===== src/rtl/phy_an_regs.svh =====
// offsets, field positions, reset values and masks of the negotiation register bank
`ifndef PHY_AN_REGS_SVH
`define PHY_AN_REGS_SVH

`define ADDR_IDENTIFIER_HIGH 5'h02
`define ADDR_IDENTIFIER_LOW 5'h03
`define ADDR_LOCAL_ABILITY_ADVERT 5'h04
`define ADDR_PARTNER_BASE_ABILITY 5'h05
`define ADDR_NEGOTIATION_EXPANSION 5'h06
`define ADDR_NEXT_PAGE_TRANSMIT 5'h07
`define ADDR_PARTNER_NEXT_PAGE_RECEIVE 5'h08

`define ADVERT_RESET 16'h0001
`define ADVERT_WRITE_MASK 16'hBFFF
`define ADVERT_BIT_ASYM_PAUSE 11
`define ADVERT_BIT_SYM_PAUSE 10
`define ADVERT_STRAP_LOW_BIT 5
`define ADVERT_BIT_RESERVED 14

`define NP_TX_RESET 16'h2001
`define NP_TX_WRITE_MASK 16'hB7FF
`define NP_TX_BIT_TOGGLE 11
`define NP_TX_BIT_RESERVED 14

`define EXP_BIT_PARALLEL_FAULT 4
`define EXP_BIT_PARTNER_NP_ABLE 3
`define EXP_BIT_LOCAL_NP_ABLE 2
`define EXP_BIT_PAGE_RECEIVED 1
`define EXP_BIT_PARTNER_AN_ABLE 0
`define LOCAL_NP_ABLE 1'h1

`define STRAP_WIDTH 6
`define STRAP_LOAD_CYCLE 2'h2
`define STRAP_LOAD_DONE 2'h3

`endif

===== src/rtl/phy_an_pkg.sv =====
// types shared by the negotiation register bank
package phy_an_pkg;
    typedef struct packed {
        logic read;
        logic write;
        logic [4:0] addr;
        logic [15:0] wdata;
    } mgmt_req_t;

    typedef struct packed {
        logic base_load;
        logic [15:0] base_page;
        logic np_load;
        logic [15:0] next_page;
        logic partner_np_able;
        logic partner_an_able;
        logic parallel_fault;
        logic page_received;
        logic tx_toggle_prev;
    } an_status_t;

    typedef struct packed {
        logic [15:0] advert;
        logic [15:0] np_tx;
        logic [15:0] partner_base;
        logic [15:0] partner_np;
        logic partner_np_able;
        logic partner_an_able;
        logic toggle_rd;
        logic [15:0] rdata;
        logic rvalid;
        logic np_tx_written;
        logic [5:0] strap_s1;
        logic [5:0] strap_s2;
        logic [1:0] load_count;
    } bank_state_t;
endpackage


===== src/rtl/latch_status_bit.sv =====
// status bit that holds its latching level until software reads it
`timescale 1ns/1ps
`default_nettype none
module latch_status_bit #(
    parameter bit LATCH_LEVEL = 1'b1,
    parameter bit RESET_VALUE = 1'b0
) (
    input wire logic clk,
    input wire logic reset_n,
    input wire logic live,
    input wire logic read_strobe,
    output logic latched
);
    logic state;
    logic next_state;

    // a read reloads from the live level, so an event in the read cycle survives
    always_comb begin
        next_state = state;
        if (read_strobe) begin
            next_state = live;
        end else if (live == LATCH_LEVEL) begin
            next_state = LATCH_LEVEL;
        end
    end

    always_ff @(posedge clk) begin
        if (!reset_n) begin
            state <= RESET_VALUE;
        end else begin
            state <= next_state;
        end
    end

    assign latched = state;
endmodule
`default_nettype wire


===== src/rtl/phy_an_id_bank.sv =====
// identification and negotiation register bank, addresses 2 to 8
`timescale 1ns/1ps
`default_nettype none
`include "phy_an_regs.svh"
module phy_an_id_bank
    import phy_an_pkg::*;
#(
    // arbitrary neutral identity values
    parameter logic [21:0] ORGANIZATION_IDENTIFIER = 22'h2A5C93,
    parameter logic [5:0] MODEL_NUMBER = 6'h15,
    parameter logic [3:0] REVISION_NUMBER = 4'h9
) (
    input wire logic clk,
    input wire logic reset_n,
    input wire mgmt_req_t mgmt_req,
    input wire an_status_t an_status,
    input wire logic [5:0] config_strap,
    output logic [15:0] mgmt_rdata,
    output logic mgmt_rvalid,
    output logic [15:0] local_advert,
    output logic [15:0] np_tx_word,
    output logic np_tx_written
);
    bank_state_t st;
    bank_state_t next_st;
    logic fault_latched;
    logic page_latched;
    logic exp_read;
    logic [15:0] id_high;
    logic [15:0] id_low;
    logic [15:0] exp_word;

    assign exp_read = mgmt_req.read && (mgmt_req.addr == `ADDR_NEGOTIATION_EXPANSION);
    assign id_high = ORGANIZATION_IDENTIFIER[21:6];
    assign id_low = {ORGANIZATION_IDENTIFIER[5:0], MODEL_NUMBER, REVISION_NUMBER};

    latch_status_bit #(.LATCH_LEVEL(1'b1), .RESET_VALUE(1'b0)) fault_bit (
        .clk(clk),
        .reset_n(reset_n),
        .live(an_status.parallel_fault),
        .read_strobe(exp_read),
        .latched(fault_latched)
    );

    latch_status_bit #(.LATCH_LEVEL(1'b0), .RESET_VALUE(1'b0)) page_bit (
        .clk(clk),
        .reset_n(reset_n),
        .live(an_status.page_received),
        .read_strobe(exp_read),
        .latched(page_latched)
    );

    always_comb begin
        exp_word = 16'h0000;
        exp_word[`EXP_BIT_PARALLEL_FAULT] = fault_latched;
        exp_word[`EXP_BIT_PARTNER_NP_ABLE] = st.partner_np_able;
        exp_word[`EXP_BIT_LOCAL_NP_ABLE] = `LOCAL_NP_ABLE;
        exp_word[`EXP_BIT_PAGE_RECEIVED] = page_latched;
        exp_word[`EXP_BIT_PARTNER_AN_ABLE] = st.partner_an_able;
    end

    always_comb begin
        next_st = st;
        next_st.np_tx_written = 1'b0;
        next_st.rvalid = mgmt_req.read;
        // strap pins pass two flops before use
        next_st.strap_s1 = config_strap;
        next_st.strap_s2 = st.strap_s1;
        next_st.partner_np_able = an_status.partner_np_able;
        next_st.partner_an_able = an_status.partner_an_able;
        next_st.toggle_rd = ~an_status.tx_toggle_prev;
        if (st.load_count != `STRAP_LOAD_DONE) begin
            next_st.load_count = st.load_count + 2'h1;
        end
        // capture waits until the synchroniser holds post-release strap levels
        if (st.load_count == `STRAP_LOAD_CYCLE) begin
            next_st.advert[`ADVERT_BIT_ASYM_PAUSE] = st.strap_s2[5];
            next_st.advert[`ADVERT_BIT_SYM_PAUSE] = st.strap_s2[4];
            next_st.advert[8:`ADVERT_STRAP_LOW_BIT] = st.strap_s2[3:0];
        end
        if (an_status.base_load) begin
            next_st.partner_base = an_status.base_page;
        end
        if (an_status.np_load) begin
            next_st.partner_np = an_status.next_page;
        end
        if (mgmt_req.write) begin
            unique case (mgmt_req.addr)
                `ADDR_LOCAL_ABILITY_ADVERT: begin
                    next_st.advert = mgmt_req.wdata & `ADVERT_WRITE_MASK;
                end
                `ADDR_NEXT_PAGE_TRANSMIT: begin
                    next_st.np_tx = mgmt_req.wdata & `NP_TX_WRITE_MASK;
                    next_st.np_tx_written = 1'b1;
                end
                default: begin
                    // read-only and unmapped addresses drop the write
                end
            endcase
        end
        next_st.rdata = 16'h0000;
        if (mgmt_req.read) begin
            unique case (mgmt_req.addr)
                `ADDR_IDENTIFIER_HIGH: next_st.rdata = id_high;
                `ADDR_IDENTIFIER_LOW: next_st.rdata = id_low;
                `ADDR_LOCAL_ABILITY_ADVERT: next_st.rdata = st.advert;
                `ADDR_PARTNER_BASE_ABILITY: next_st.rdata = st.partner_base;
                `ADDR_NEGOTIATION_EXPANSION: next_st.rdata = exp_word;
                `ADDR_NEXT_PAGE_TRANSMIT: begin
                    next_st.rdata = st.np_tx;
                    next_st.rdata[`NP_TX_BIT_TOGGLE] = st.toggle_rd;
                end
                `ADDR_PARTNER_NEXT_PAGE_RECEIVE: next_st.rdata = st.partner_np;
                default: next_st.rdata = 16'h0000;
            endcase
        end
    end

    always_ff @(posedge clk) begin
        if (!reset_n) begin
            st <= '0;
            st.advert <= `ADVERT_RESET;
            st.np_tx <= `NP_TX_RESET;
        end else begin
            st <= next_st;
        end
    end

    assign mgmt_rdata = st.rdata;
    assign mgmt_rvalid = st.rvalid;
    assign local_advert = st.advert;
    assign np_tx_word = st.np_tx;
    assign np_tx_written = st.np_tx_written;
endmodule
`default_nettype wire


===== config.mk =====
export PLATFORM = sky130hd
export DESIGN_NAME = phy_an_id_bank
export DESIGN_NICKNAME = d
export VERILOG_FILES = /design/src/rtl/phy_an_pkg.sv /design/src/rtl/latch_status_bit.sv /design/src/rtl/phy_an_id_bank.sv
export VERILOG_INCLUDE_DIRS = /design/src /design/src/rtl
export SDC_FILE = /design/constraint.sdc
export NUM_CORES = 1
export LEC_CHECK = 0
export ABC_AREA = 1
export BUFFER_PORTS_ARGS = -buffer_cell sky130_fd_sc_hd__buf_2
export CAP_MARGIN = 5
export CORE_ASPECT_RATIO = 1.4
export CORE_MARGIN = 2
export CORE_UTILIZATION = 27
export DETAILED_ROUTE_END_ITERATION = 12
export GPL_ROUTABILITY_DRIVEN = 1
export GPL_TIMING_DRIVEN = 0
export PLACE_DENSITY = 0.6
export SYNTH_ARGS = -nofsm -noshare
export SYNTH_HDL_FRONTEND = slang
export SYNTH_SLANG_ARGS = --single-unit

===== constraint.sdc =====
create_clock -name clk -period 1.3 [get_ports clk]
set_input_delay 0.26 -clock clk [delete_from_list [all_inputs] [get_ports clk]]
set_output_delay 0.26 -clock clk [all_outputs]
set_load 0.005 [all_outputs]

==> out/qor.json <==
{
  "status": {"value": "finished clean"},
  "dr_total_vias": {"value": 3770},
  "cts_max_level": {"value": 3},
  "placed_cell_area": {"value": 0.00507, "unit": "sq mm"},
  "hold_slack": {"value": 0.0798, "unit": "ns"},
  "cts_hold_buffers": {"value": 0},
  "worst_slew_margin_rel": {"value": 63.1, "unit": "%"},
  "critPathRequiredTime": {"value": 1.04, "unit": "ns"},
  "fp.coreArea": {"value": 0.0155, "unit": "sq mm"},
  "reg2reg_to": {"value": "local_advert[5]"},
  "min_period_over_period": {"value": 94.8, "unit": "%"},
  "criticalPathCategory": {"value": "flop to output port"},
  "final_core_utilization": {"value": 34.7, "unit": "%"},
  "postSynth.asyncResetShare": {"value": 0, "unit": "%"},
  "post-dp-hpwl": {"value": 10100, "unit": "um"},
  "min-delay-path-class": {"value": "input port to flop"},
  "drv_cap": {"value": 0},
  "worstHoldEndpoint": {"value": "st[32]"},
  "worstSkewPairLatency": {"value": 0.34, "unit": "ns"},
  "ioPinCount": {"value": 120},
  "synth_sequential_area_ratio": {"value": 46.3, "unit": "%"},
  "globalplace.congestion": {"value": 0.877},
  "yosys.area.top_type_share": {"value": 46.3, "unit": "%"},
  "clk_path_buf_depth": {"value": 2},
  "setup.worst_path.start": {"value": "np_tx_word[0]"},
  "clock_tree_from_tritoncts": {"value": "done"},
  "grt.met1_usage": {"value": 16.9, "unit": "%"},
  "irDropWorstVdd": {"value": 0.511, "unit": "mV"},
  "synth.yosys.warnings": {"value": 0},
  "grt_first_pass_wirelength": {"value": 19200, "unit": "um"},
  "tritoncts.num_buffers": {"value": 9},
  "category_of_cells_accounting_for_the_largest_share_of_critical_path_delay": {"value": "flip-flops"},
  "synth_top_cells_by_count": {"value": "104 x sky130_fd_sc_hd__nor2_1, 101 x sky130_fd_sc_hd__nand2_1, 98 x sky130_fd_sc_hd__dfxtp_1, 48 x sky130_fd_sc_hd__buf_4, 43 x sky130_fd_sc_hd__o21ai_0"},
  "final_design_area_no_fill": {"value": 0.00538, "unit": "sq mm"},
  "die-area": {"value": 0.0167, "unit": "sq mm"},
  "dp_worst_setup_slack": {"value": -0.227, "unit": "ns"},
  "synth.largest_area_cell": {"value": "sky130_fd_sc_hd__dfxtp_1"},
  "timing.fmax": {"value": 812, "unit": "MHz"},
  "maxSlewViolCount": {"value": 0},
  "initialDrtViolationCount": {"value": 120},
  "fin_ws": {"value": 0.0680, "unit": "ns"},
  "worstPathBufferInverterCount": {"value": 2},
  "route.final.wire_length": {"value": 12400, "unit": "um"},
  "synth-edff-count": {"value": 0},
  "power.leakage": {"value": 2.68, "unit": "nW"},
  "post_synth_inst_count": {"value": 570},
  "synth.ff_latch_count": {"value": 98},
  "drive_gt1_share": {"value": 28.9, "unit": "%"},
  "final_hold_viols": {"value": 0},
  "rows": {"value": 54},
  "gr-usage-met2": {"value": 26.5, "unit": "%"},
  "dieWidth": {"value": 110, "unit": "um"},
  "drtAntennaViolNets": {"value": 0},
  "reg2reg_slack": {"value": 0.18, "unit": "ns"},
  "grt_max_degree": {"value": 18},
  "post-route-min-period": {"value": 1.23, "unit": "ns"},
  "finClkSkew": {"value": 0.00647, "unit": "ns"},
  "wl_per_cell": {"value": 13.8, "unit": "um"},
  "critPathMaxStageDelay": {"value": 0.40, "unit": "ns"},
  "worstSetupEndpointType": {"value": "output port"},
  "number_of_antenna_violations_at_the_first_check_in_global_routing": {"value": 0},
  "synth-main-ff-cell": {"value": "sky130_fd_sc_hd__dfxtp_1"},
  "grt-ovfl-total": {"value": 0},
  "pwr_density_cell": {"value": 1200, "unit": "mW/mm^2"},
  "timing.critical_path.arrival": {"value": 0.97, "unit": "ns"},
  "via_cell_ratio": {"value": 4.20},
  "final_number_of_setup_violating_endpoints": {"value": 0},
  "crit_path_top_delay_cell": {"value": "sky130_fd_sc_hd__dfxtp_1"},
  "layout-area-overhead-vs-synth": {"value": 26.8, "unit": "%"},
  "timing.critical_path.from_type": {"value": "flop"},
  "critical_path_peak_fanout": {"value": 3},
  "cts.sinks": {"value": 98},
  "clock_slew_seen_by_the_registers_of_the_worst_setup_and_hold_paths": {"value": 0.07, "unit": "ns"},
  "cp_cell_sequence": {"value": "buf_4 -> buf_2"},
  "post_synth_num_cell_types": {"value": 25},
  "initial_utilization": {"value": 27.4, "unit": "%"},
  "regToRegStartpoint": {"value": "st[0]"},
  "first_pass_iters": {"value": 4},
  "antenna_cells_inserted": {"value": 0},
  "synth.top_cells.by_area": {"value": "sky130_fd_sc_hd__dfxtp_1 46%, sky130_fd_sc_hd__nor2_1 9.2%, sky130_fd_sc_hd__nand2_1 8.9%"},
  "r2r.worst_path.cells": {"value": 6},
  "design_power_total": {"value": 6.48, "unit": "mW"},
  "number_of_drc_violations_after_detailed_routing": {"value": 0},
  "finalNetCount": {"value": 769},
  "die_y": {"value": 152, "unit": "um"},
  "setup_repair_after_global_routing_missed_its_margin": {"value": "no"},
  "mean_post_synth_cell_area": {"value": 7.44, "unit": "sq um"},
  "synth_most_common_cell": {"value": "sky130_fd_sc_hd__nor2_1"},
  "tightestPinTransition": {"value": 0.553, "unit": "ns"},
  "hold-path-cell-count": {"value": 2},
  "global_routing_usage_on_met3": {"value": 2.95, "unit": "%"},
  "grt.busiest_layer": {"value": "met2"},
  "netlist_area": {"value": 0.00424, "unit": "sq mm"},
  "grt_use_total": {"value": 15.1, "unit": "%"},
  "first_global_vias": {"value": 3650},
  "root_buffer": {"value": "sky130_fd_sc_hd__clkbuf_16"},
  "io_buffer_count": {"value": 115},
  "worst_hold_startpoint": {"value": "an_status[0]"}
}
==> metal layers <==
layer  routed length, um  vias to the layer above
met2                6460                       91
li1                    -                     2014
met4                 444                        0
met5                   0                        -
met3                 601                       29
met1                4920                     1636
==> report_power, final <==
group          switching [mW]  total, mW  internal [mW]  leakage, nW
registers              0.0636       3.19           3.13        0.803
logic                   0.342      0.591          0.249         1.73
clock network            1.19       2.70           1.51        0.151
total                    1.59       6.48           4.88         2.68
==> what timing repair did <==
item	4_1_cts	5_1_grt
gates resized for setup	0	3
endpoints found under the setup margin	6	7
setup buffers	0	0
==> worst max-delay path by stage <==
stage / to / slack [ns] / depth (start not counted)
finish: np_tx_word[0] / 0.07 / 2
detailed placement: mgmt_rdata[7] / -0.23 / 9
floorplan: local_advert[10] / 0.05 / 7
global route: mgmt_rdata[7] / 0.02 / 9
global placement: mgmt_rdata[7] / -0.22 / 9
CTS: local_advert[5] / 0.02 / 6
==> stage by stage <==
stage | TNS (ns) | cells
global placement | -8.33 | 883
CTS | 0 | 898
detailed placement | -9.43 | 883
global route | 0 | 898
floorplan | 0 | 572
finish | 0 | 898
==> kinds of logic (layout without fill, tap and decap cells) <==
logic type / count (synthesis) / count (layout) / synth area share (%)
other cells: 1 / 3 / 0.0885
flops: 98 / 98 / 46.3
simple gates: 261 / 261 / 25.9
compound gates: 84 / 84 / 9.92
buf+inv: 118 / 248 / 15.8
fa+ha+maj: 2 / 2 / 0.590
mux: 6 / 6 / 1.42
==> cell type report <==
type                    instances  area [sq um]
plain buffers                  72           495
clock buffers                   9           225
clock inverters                 7          75.1
fillers                      1687         10100
inverters                      45           169
multi-input cells             356          1630
flip-flops and latches         98          1960
well taps                     196           245
repair buffers                115           576
==> layout by cell type, fill, tap and decap left out, types with 13 or more instances in the layout <==
master / instances
sky130_fd_sc_hd__buf_2: 121
sky130_fd_sc_hd__nor2_1: 104
sky130_fd_sc_hd__nand2_1: 101
sky130_fd_sc_hd__dfxtp_1: 98
sky130_fd_sc_hd__buf_4: 48
sky130_fd_sc_hd__o21ai_0: 42
sky130_fd_sc_hd__inv_1: 40
sky130_fd_sc_hd__nand3_1: 34
sky130_fd_sc_hd__a21oi_1: 31
sky130_fd_sc_hd__nand4_1: 13
==> flip-flops by register name, summed over array words and instances (netlist names) <==
register / count
next_st: 6
fault_bit.latched: 1
mgmt_rvalid: 1
st: 41
local_advert: 15
mgmt_rdata: 16
exp_word: 2
page_bit.latched: 1
np_tx_written: 1
np_tx_word: 14
==> worst reg2reg max path: stages (launching register included) <==
cell and delay (ns):
sky130_fd_sc_hd__dfxtp_1 0.32, sky130_fd_sc_hd__inv_1 0.13, sky130_fd_sc_hd__ha_4 0.22, sky130_fd_sc_hd__mux2i_1 0.20, sky130_fd_sc_hd__nand2_1 0.06, sky130_fd_sc_hd__nand2_1 0.05, sky130_fd_sc_hd__nor2_1 0.04
No activity file was read; power rests on OpenSTA's default activity.
